--- src/hw/tsa_consts.vh ---
`ifndef TSA_CONSTS_VH
`define TSA_CONSTS_VH
// APB register byte offsets
`define TSA_A_CONFIG 8'h00
`define TSA_A_TEMP 8'h04
`define TSA_A_STATUS 8'h08
`define TSA_A_IRQ_STAT 8'h0C
`define TSA_A_IRQ_MASK 8'h10
// Serial register addresses (command bits 5:3)
`define TSA_S_STATUS 3'h0
`define TSA_S_CONFIG 3'h1
`define TSA_S_TEMP 3'h2
// Command byte fields
`define TSA_CMD_RD 6
`define TSA_CMD_AHI 5
`define TSA_CMD_ALO 3
// Configuration fields
`define TSA_CF_FQ_HI 1
`define TSA_CF_FQ_LO 0
`define TSA_CF_CRIT_POL 2
`define TSA_CF_LIM_POL 3
`define TSA_CF_INT_MODE 4
`define TSA_CF_OP_HI 6
`define TSA_CF_OP_LO 5
`define TSA_CF_RES16 7
`define TSA_CONFIG_RST 8'h00
// Operating modes
`define TSA_OP_CONT 2'h0
`define TSA_OP_ONESHOT 2'h1
`define TSA_OP_SPS1 2'h2
`define TSA_OP_SHDN 2'h3
// Interrupt event bits
`define TSA_EV_CFGWR 0
`define TSA_EV_IFRST 1
`define TSA_EV_CRIT 2
`define TSA_EV_LIM 3
`define TSA_EV_CONV 4
`define TSA_NEV 5
// Serial framing counts
`define TSA_CMD_BITS 5'h08
`define TSA_WR_BITS 5'h10
`define TSA_ONES_RST 6'h20
`endif

--- src/hw/tsa_alerts.v ---
// What this block does
// - Serial output bit changes after each falling shift clock edge of a read.
// - Serial input sampled on each rising shift clock edge while selected.
// - Serial lines act only while select is low; ignored while high.
// - Serial transfers are timed solely by the host shift clock edges.
// - Limit alert resets to comparator mode, active low.
// - Critical alert resets to active low.
// - Both alerts are open drain: pull low or release only.
// - Results 13-bit by default, 16-bit when resolution bit set.
// - Mode field switches continuous operation and full power-down.
// - Mode bit picks comparator or interrupt behaviour for both alerts.
// - Polarity bits set active level of each alert output.
// - Fault-count field sets faults needed before an alert fires.
// - Mode field enables one-shot and once-per-second sampling.
// - Config bits 6:5 are the mode field; 11 means shutdown.
// - Config bits 1:0 set how many consecutive out-of-limit conversions an alert needs.
// - In interrupt mode any serial register read releases both alerts.
// - Thirty-two consecutive ones on data input reset the serial port.
`timescale 1ns/1ps
`default_nettype none
`include "tsa_consts.vh"
module tsa_alerts (
  // Clock and reset
  input wire MCLK,
  input wire RESET,
  // APB slave
  input wire PSEL,
  input wire PENABLE,
  input wire PWRITE,
  input wire [7:0] PADDR,
  input wire [31:0] PWDATA,
  output reg [31:0] PRDATA,
  output reg PREADY,
  output reg PSLVERR,
  output reg IRQ,
  // Serial port pins
  input wire SCLK,
  input wire CS_N,
  input wire DIN,
  output reg DOUT_O,
  output reg DOUT_OE,
  // Open-drain alert pins
  output reg CRITICAL_ALERT_OUT_O,
  output reg CRITICAL_ALERT_OUT_OE,
  output reg LIMIT_ALERT_O,
  output reg LIMIT_ALERT_OE,
  // Converter side
  input wire [15:0] TEMP_VALUE,
  input wire TEMP_VALID,
  input wire OVER_CRIT,
  input wire OUT_OF_LIMIT,
  output reg CONV_RUN,
  output reg ONE_SHOT_GO,
  output reg ONCE_PER_SECOND_MODE,
  output reg RES16
);

// ----------------------------------------
// Pin synchronisers
// ----------------------------------------
reg [2:0] sclk_sync_reg;
reg [1:0] cs_sync_reg;
reg [1:0] din_sync_reg;
wire sclk_rise = sclk_sync_reg[1] & ~sclk_sync_reg[2];
wire sclk_fall = ~sclk_sync_reg[1] & sclk_sync_reg[2];
wire selected = ~cs_sync_reg[1];
wire din_s = din_sync_reg[1];

always @(posedge MCLK)
begin
  if (RESET)
  begin
    // Idle-high start, so no false edge follows reset
    sclk_sync_reg <= 3'h7;
    cs_sync_reg <= 2'h3;
    din_sync_reg <= 2'h0;
  end
  else
  begin
    sclk_sync_reg <= {sclk_sync_reg[1:0], SCLK};
    cs_sync_reg <= {cs_sync_reg[0], CS_N};
    din_sync_reg <= {din_sync_reg[0], DIN};
  end
end

// ----------------------------------------
// Serial engine
// ----------------------------------------
reg [7:0] config_reg;
reg [15:0] temp_reg;
reg [4:0] bit_cnt_reg;
reg [5:0] ones_cnt_reg;
reg [7:0] cmd_reg;
reg [15:0] rx_reg;
reg [15:0] tx_reg;
reg reading_reg;
reg spi_cfg_wr;
reg spi_rd_pulse;
reg if_reset;
reg [7:0] spi_cfg_val;
wire [1:0] crit_lim_act;
wire [7:0] status_byte = {1'b0, crit_lim_act, 5'h00};
wire [15:0] rx_now = {rx_reg[14:0], din_s};
wire [2:0] cmd_addr = rx_now[`TSA_CMD_AHI:`TSA_CMD_ALO];
reg [15:0] rd_word;

always @*
begin
  case (cmd_addr)
    `TSA_S_STATUS: rd_word = {status_byte, 8'h00};
    `TSA_S_CONFIG: rd_word = {config_reg, 8'h00};
    `TSA_S_TEMP: rd_word = temp_reg;
    default: rd_word = 16'h0000;
  endcase
end

always @*
begin
  spi_cfg_wr = 1'b0;
  spi_rd_pulse = 1'b0;
  if_reset = 1'b0;
  spi_cfg_val = rx_now[7:0];
  if (selected && sclk_rise)
  begin
    if (din_s && ones_cnt_reg == `TSA_ONES_RST - 6'h01)
      if_reset = 1'b1;
    else if (bit_cnt_reg == `TSA_CMD_BITS - 5'h01)
      spi_rd_pulse = rx_now[`TSA_CMD_RD];
    else if (bit_cnt_reg == `TSA_WR_BITS - 5'h01 && !reading_reg &&
             cmd_reg[`TSA_CMD_AHI:`TSA_CMD_ALO] == `TSA_S_CONFIG)
      spi_cfg_wr = 1'b1;
  end
end

always @(posedge MCLK)
begin
  if (RESET)
  begin
    bit_cnt_reg <= 5'h00;
    ones_cnt_reg <= 6'h00;
    cmd_reg <= 8'h00;
    rx_reg <= 16'h0000;
    tx_reg <= 16'h0000;
    reading_reg <= 1'b0;
    DOUT_O <= 1'b0;
    DOUT_OE <= 1'b0;
  end
  else if (!selected)
  begin
    // Each selection starts a fresh frame
    bit_cnt_reg <= 5'h00;
    reading_reg <= 1'b0;
    DOUT_OE <= 1'b0;
  end
  else
  begin
    DOUT_OE <= reading_reg;
    if (sclk_rise)
    begin
      // Edges of the host clock are the only transfer timing
      rx_reg <= rx_now;
      ones_cnt_reg <= din_s ? ones_cnt_reg + 6'h01 : 6'h00;
      if (if_reset)
      begin
        bit_cnt_reg <= 5'h00;
        ones_cnt_reg <= 6'h00;
        reading_reg <= 1'b0;
      end
      else
      begin
        if (bit_cnt_reg != 5'h1F)
          bit_cnt_reg <= bit_cnt_reg + 5'h01;
        if (bit_cnt_reg == `TSA_CMD_BITS - 5'h01)
        begin
          cmd_reg <= rx_now[7:0];
          reading_reg <= rx_now[`TSA_CMD_RD];
          tx_reg <= rd_word;
        end
      end
    end
    else if (sclk_fall && reading_reg)
    begin
      // Shift on falling edge, stable for host's rising edge
      DOUT_O <= tx_reg[15];
      tx_reg <= {tx_reg[14:0], 1'b0};
    end
  end
end

// ----------------------------------------
// Configuration and mode control
// ----------------------------------------
wire apb_wr = PSEL & PENABLE & PREADY & PWRITE;
wire apb_cfg_wr = apb_wr && PADDR == `TSA_A_CONFIG;
wire cfg_wr = spi_cfg_wr | apb_cfg_wr;
// Serial side wins a same-cycle collision: the host owns the pins
wire [7:0] cfg_new = spi_cfg_wr ? spi_cfg_val : PWDATA[7:0];
wire [1:0] op_mode = config_reg[`TSA_CF_OP_HI:`TSA_CF_OP_LO];
reg oneshot_done_reg;

always @(posedge MCLK)
begin
  if (RESET)
  begin
    config_reg <= `TSA_CONFIG_RST;
    oneshot_done_reg <= 1'b0;
    CONV_RUN <= 1'b0;
    ONE_SHOT_GO <= 1'b0;
    ONCE_PER_SECOND_MODE <= 1'b0;
    RES16 <= 1'b0;
  end
  else
  begin
    if (if_reset)
      config_reg <= `TSA_CONFIG_RST;
    else if (cfg_wr)
      config_reg <= cfg_new;
    ONE_SHOT_GO <= cfg_wr && !if_reset &&
      cfg_new[`TSA_CF_OP_HI:`TSA_CF_OP_LO] == `TSA_OP_ONESHOT;
    if (cfg_wr)
      oneshot_done_reg <= 1'b0;
    else if (op_mode == `TSA_OP_ONESHOT && TEMP_VALID)
      oneshot_done_reg <= 1'b1;
    // Shutdown on 11 stops conversions
    CONV_RUN <= op_mode != `TSA_OP_SHDN &&
      !(op_mode == `TSA_OP_ONESHOT && oneshot_done_reg);
    ONCE_PER_SECOND_MODE <= op_mode == `TSA_OP_SPS1;
    RES16 <= config_reg[`TSA_CF_RES16];
  end
end

always @(posedge MCLK)
begin
  if (RESET)
    temp_reg <= 16'h0000;
  else if (TEMP_VALID)
    // Low three bits are flag slots in 13-bit format
    temp_reg <= config_reg[`TSA_CF_RES16] ? TEMP_VALUE :
      {TEMP_VALUE[15:3], 3'h0};
end

// ----------------------------------------
// Fault queues and alerts
// ----------------------------------------
wire [1:0] fault_in = {OVER_CRIT, OUT_OF_LIMIT};
wire [1:0] fault_q = config_reg[`TSA_CF_FQ_HI:`TSA_CF_FQ_LO];
wire int_mode = config_reg[`TSA_CF_INT_MODE];
wire [1:0] pol_hi = {config_reg[`TSA_CF_CRIT_POL],
  config_reg[`TSA_CF_LIM_POL]};
wire [1:0] alert_set;
reg [1:0] alert_set_reg;
wire [1:0] drive_low = crit_lim_act ^ pol_hi;

genvar g;
generate
  for (g = 0; g < 2; g = g + 1)
  begin : g_alert
    reg [1:0] fcnt_reg;
    reg act_reg;
    wire full = fcnt_reg >= fault_q;
    assign alert_set[g] = TEMP_VALID & fault_in[g] & full;
    assign crit_lim_act[g] = act_reg;
    always @(posedge MCLK)
    begin
      if (RESET)
      begin
        fcnt_reg <= 2'h0;
        act_reg <= 1'b0;
      end
      else
      begin
        // Consecutive faults only; a clean result restarts
        // Count holds once full, so a lasting fault keeps the alert
        if (TEMP_VALID)
          fcnt_reg <= !fault_in[g] ? 2'h0 :
            full ? fcnt_reg : fcnt_reg + 2'h1;
        if (!int_mode)
        begin
          if (TEMP_VALID)
            act_reg <= fault_in[g] & full;
        end
        else if (alert_set[g])
          act_reg <= 1'b1;
        else if (spi_rd_pulse)
          act_reg <= 1'b0;
      end
    end
  end
endgenerate

always @(posedge MCLK)
begin
  if (RESET)
  begin
    alert_set_reg <= 2'h0;
    CRITICAL_ALERT_OUT_O <= 1'b0;
    CRITICAL_ALERT_OUT_OE <= 1'b0;
    LIMIT_ALERT_O <= 1'b0;
    LIMIT_ALERT_OE <= 1'b0;
  end
  else
  begin
    alert_set_reg <= alert_set & ~crit_lim_act;
    // Never drive high; pull-up gives the high level
    CRITICAL_ALERT_OUT_O <= 1'b0;
    LIMIT_ALERT_O <= 1'b0;
    CRITICAL_ALERT_OUT_OE <= drive_low[1];
    LIMIT_ALERT_OE <= drive_low[0];
  end
end

// ----------------------------------------
// Interrupt status and APB slave
// ----------------------------------------
reg [`TSA_NEV-1:0] irq_stat_reg;
reg [`TSA_NEV-1:0] irq_mask_reg;
wire [`TSA_NEV-1:0] ev = {TEMP_VALID, alert_set_reg[0], alert_set_reg[1],
  if_reset, spi_cfg_wr};
wire [`TSA_NEV-1:0] w1c = (apb_wr && PADDR == `TSA_A_IRQ_STAT) ?
  PWDATA[`TSA_NEV-1:0] : {`TSA_NEV{1'b0}};
wire mapped = PADDR == `TSA_A_CONFIG || PADDR == `TSA_A_TEMP ||
  PADDR == `TSA_A_STATUS || PADDR == `TSA_A_IRQ_STAT ||
  PADDR == `TSA_A_IRQ_MASK;
reg [31:0] apb_rd;

always @*
begin
  case (PADDR)
    `TSA_A_CONFIG: apb_rd = {24'h000000, config_reg};
    `TSA_A_TEMP: apb_rd = {16'h0000, temp_reg};
    `TSA_A_STATUS: apb_rd = {24'h000000, selected, 3'h0, CONV_RUN,
      oneshot_done_reg, crit_lim_act};
    `TSA_A_IRQ_STAT: apb_rd = {27'h0000000, irq_stat_reg};
    `TSA_A_IRQ_MASK: apb_rd = {27'h0000000, irq_mask_reg};
    default: apb_rd = 32'h00000000;
  endcase
end

always @(posedge MCLK)
begin
  if (RESET)
  begin
    PRDATA <= 32'h00000000;
    PREADY <= 1'b0;
    PSLVERR <= 1'b0;
    IRQ <= 1'b0;
    irq_stat_reg <= {`TSA_NEV{1'b0}};
    irq_mask_reg <= {`TSA_NEV{1'b0}};
  end
  else
  begin
    // One wait state: ready rises on the second access cycle
    PREADY <= PSEL & PENABLE & ~PREADY;
    PSLVERR <= PSEL & PENABLE & ~PREADY & ~mapped;
    if (PSEL && PENABLE && !PREADY && !PWRITE)
      PRDATA <= apb_rd;
    // A new event beats a same-cycle clear
    irq_stat_reg <= (irq_stat_reg & ~w1c) | ev;
    if (apb_wr && PADDR == `TSA_A_IRQ_MASK)
      irq_mask_reg <= PWDATA[`TSA_NEV-1:0];
    IRQ <= |(irq_stat_reg & irq_mask_reg);
  end
end

endmodule // tsa_alerts
`default_nettype wire

--- config.mk ---
export PLATFORM = sky130hd
export DESIGN_NAME = tsa_alerts
export DESIGN_NICKNAME = d
export VERILOG_FILES = /design/src/hw/tsa_alerts.v
export VERILOG_INCLUDE_DIRS = /design/src /design/src/hw
export SDC_FILE = /design/constraint.sdc
export NUM_CORES = 1
export LEC_CHECK = 0
export ABC_AREA = 1
export BUFFER_PORTS_ARGS = -buffer_cell sky130_fd_sc_hd__buf_4
export CORE_MARGIN = 5
export CORE_UTILIZATION = 35
export CTS_CLUSTER_DIAMETER = 150
export DETAILED_ROUTE_END_ITERATION = 6
export PLACE_DENSITY_LB_ADDON = 0.25
export SLEW_MARGIN = 20
export SYNTH_ARGS = -nofsm -noshare
export SYNTH_HDL_FRONTEND = slang
export SYNTH_SLANG_ARGS = --single-unit
--- constraint.sdc ---
create_clock -name MCLK -period 1.7 [get_ports MCLK]
set_input_delay 0 -clock MCLK [delete_from_list [all_inputs] [get_ports MCLK]]
set_output_delay 0 -clock MCLK [all_outputs]
set_load 0.005 [all_outputs]
==> out/results.txt <==
post-synth top area share - 43.8%
Crit-path slowest cell - dfxtp_2
#FFs+latches synth - 115
Cell Count, Final, Fillers Out - 1072
htree depth - 4
DRC violations left - 0
Clock Path Buffers - 2
die width - 133 um
met3 usage - 4.25%
crit-path leading delay family - simple AND/OR/NAND/NOR gates
crit-path max cell delay - 330 ps
setup ws final - 85.3 ps
diode count - 0
GR Overflow Total - 0
CP Class - reg2reg
ANT nets after route - 0
DIE AREA - 0.0176 mm^2
Reg-to-Reg Start - bit_cnt_reg[1]
Slew Limit Headroom - 57.3%
dpl ws - -53.0 ps
clk_lat worst skew - 420 ps
Final Hold Viols - 0
initial antenna violation count - 0
Synth area leader - dfxtp_1
CTS buffer count - 17
Synth area leaders - dfxtp_1 (44%), nand2_1 (11%), nor2_1 (6.8%)
GR Util met1 - 22.0%
Hold Path Depth - 7
HPWL Detailed - 10300 um
hold endpoint - config_reg[7]
FF-to-FF setup slack - 90 ps
Routed WL - 14700 um
worst clock skew - 5.76 ps
via count - 5073
Pre-Repair DR Iteration Count - 5
maximum VDD drop - 0.000779 V
Area growth syn-to-layout - 37.1%
Power Density - 952 mW/mm^2
Critical Path Fanout Max - 5
minimum clock period - 1610 ps
PortBufs - 69
dpl cells - 1000
drt wl/cell - 13.7 um
Core ar. - 0.0146 mm^2
final worst path period share - 95.0%
Post-synth EDFFs - 0
clock sink count - 115
synthesized area - 0.00526 mm^2
main flop type after synthesis - dfxtp_1
Setup TNS - 0 ps
CP Launch Type - flop
CP required - 2050 ps
Ys Warns - 0
final slew viol count - 0
Iter 0 DRT Violations - 256
worst reg-to-reg path cell count - 9
sequential fraction of the synthesis area - 43.8%
most common cell in the netlist - nand2_1
Core Util, Final - 49.2%
hold crit path type - in2reg
Post-Synthesis Cells - 743
global-route wire length before repair - 24500 um
floorplan row count - 44
Worst Tran Pin Value - 640 ps
GRT Total Usage - 17.2%
fmax - 0.619 GHz
Syn Area/Cell - 7.07 um^2
Post-synth top cells - nand2_1 (157), dfxtp_1 (115), nor2_1 (95)
Most Used Layer, Global Route - met2
Worst R2R End - bit_cnt_reg[4]
Vias/cell - 4.73
Total Power - 6.86 mW
clock root cell - clkbuf_16
CP Capture Type - flop
Die Height - 133 um
CTS tree - built
max-cap check violation count - 0
GRT met2 Usage - 27.8%
clock-pin slew on the worst setup and hold paths - 50 ps
crit path DAT - 1970 ps
critical-path cell list - ha_4 -> nand2_4 -> nor2_4 -> buf_4 -> ha_1 -> nor2_2 -> inv_1 -> or2_1 -> a21oi_1
vias in the first global route - 4858
Final GP Congestion - 0.820
final setup vio count - 0
Initial Util - 35.9%
outcome - complete, no violations
leak pwr - 3.15 nW
post-synth cell types - 36
io pins - 112
largest net degree at the start of global routing - 64
nets - 950
Buf+Inv Stages, Crit Path - 2
hold_sp - PWDATA[7]
layout cells sized above 1 - 19.8%
fraction of synthesis flops using an asynchronous set or reset pin - 0%
timing repair:
| action | CTS | global route |
|---|---|---|
| setup endpoints to repair | 14 | 41 |
| endpoints found under the hold margin | 42 | 0 |
| gates resized for setup | 6 | 25 |
| pin swaps | 0 | 8 |
| buffers inserted | 0 | 1 |
| hold buffers | 39 | 0 |
where the power goes:
part           internal, mW  switching, mW
sequential             2.76         0.0457
clock                  2.33           1.30
combinational         0.211          0.220
how the worst max path moves through the flow:
stage                         startpoint        endpoint  slack [ps]  cells past startpoint
final                     bit_cnt_reg[1]  bit_cnt_reg[4]          90                      9
after global routing      bit_cnt_reg[1]   config_reg[6]         -20                     11
after CTS                 bit_cnt_reg[1]   config_reg[5]           3                     11
after detailed placement  bit_cnt_reg[0]     ONE_SHOT_GO         -50                     11
after global placement    bit_cnt_reg[0]     ONE_SHOT_GO         -40                     11
after floorplan           bit_cnt_reg[0]   config_reg[3]          30                     11
cell families (layout without fill, tap and decap cells):
logic type / after synthesis / in the layout / share of synthesized area, %
xor gates and xnor gates: 5 / 5 / 0.833
other: 1 / 18 / 0.0713
buffers and inverters: 119 / 247 / 10.1
DFF: 115 / 115 / 43.8
adders and majority gates: 8 / 8 / 1.90
and+or+nand+nor: 340 / 340 / 28.1
AOI/OAI and AO/OA: 155 / 155 / 15.2
worst register-to-register path, cell delays in order (launching register included):
cell     delay, ps
dfxtp_2        330
ha_4           160
nand2_4         80
nor2_4          50
buf_4          120
ha_1           190
nor2_2         150
inv_1          120
or2_1          220
a21oi_1        130
routing by layer:
metal,part of all wire (%),vias up
met5,0,-
met4,2.1,0
met3,4.4,23
met2,48,98
met1,46,2304
li1,-,2648
final cells by class:
cell class	instances	area [um^2]
flip-flops and latches	115	2310
inverters	75	282
clock buffers	18	439
repair buffers	140	1190
fillers	1446	7440
well taps	184	230
clock inverters	14	163
multi-input cells	526	2590
cell usage in the layout, fill, tap and decap left out, drive strengths merged:
cell | netlist | layout
a211oi | 1 | 1
a21oi | 67 | 67
a221oi | 2 | 2
a22oi | 2 | 2
and3 | 2 | 2
buf | 27 | 101
bufinv | 0 | 3
clkbuf | 17 | 18
clkinv | 2 | 9
clkinvlp | 0 | 4
conb | 1 | 18
dfxtp | 115 | 115
dlygate4sd3 | 0 | 39
ha | 8 | 8
inv | 73 | 73
nand2 | 161 | 161
nand3 | 50 | 50
nand3b | 2 | 2
nand4 | 8 | 8
nor2 | 103 | 103
nor3 | 7 | 7
nor4 | 2 | 2
o21ai | 80 | 80
o22ai | 3 | 3
or2 | 5 | 5
xnor2 | 4 | 4
xor2 | 1 | 1
per-stage QoR:
stage               area [um^2]  hold WS, ps
global placement           6080          186
global route               7210         94.3
detailed placement         6080          188
finish                     7210         10.6
CTS                        7090         7.84
floorplan                  5320          104
(Power assumes the default switching activity.)
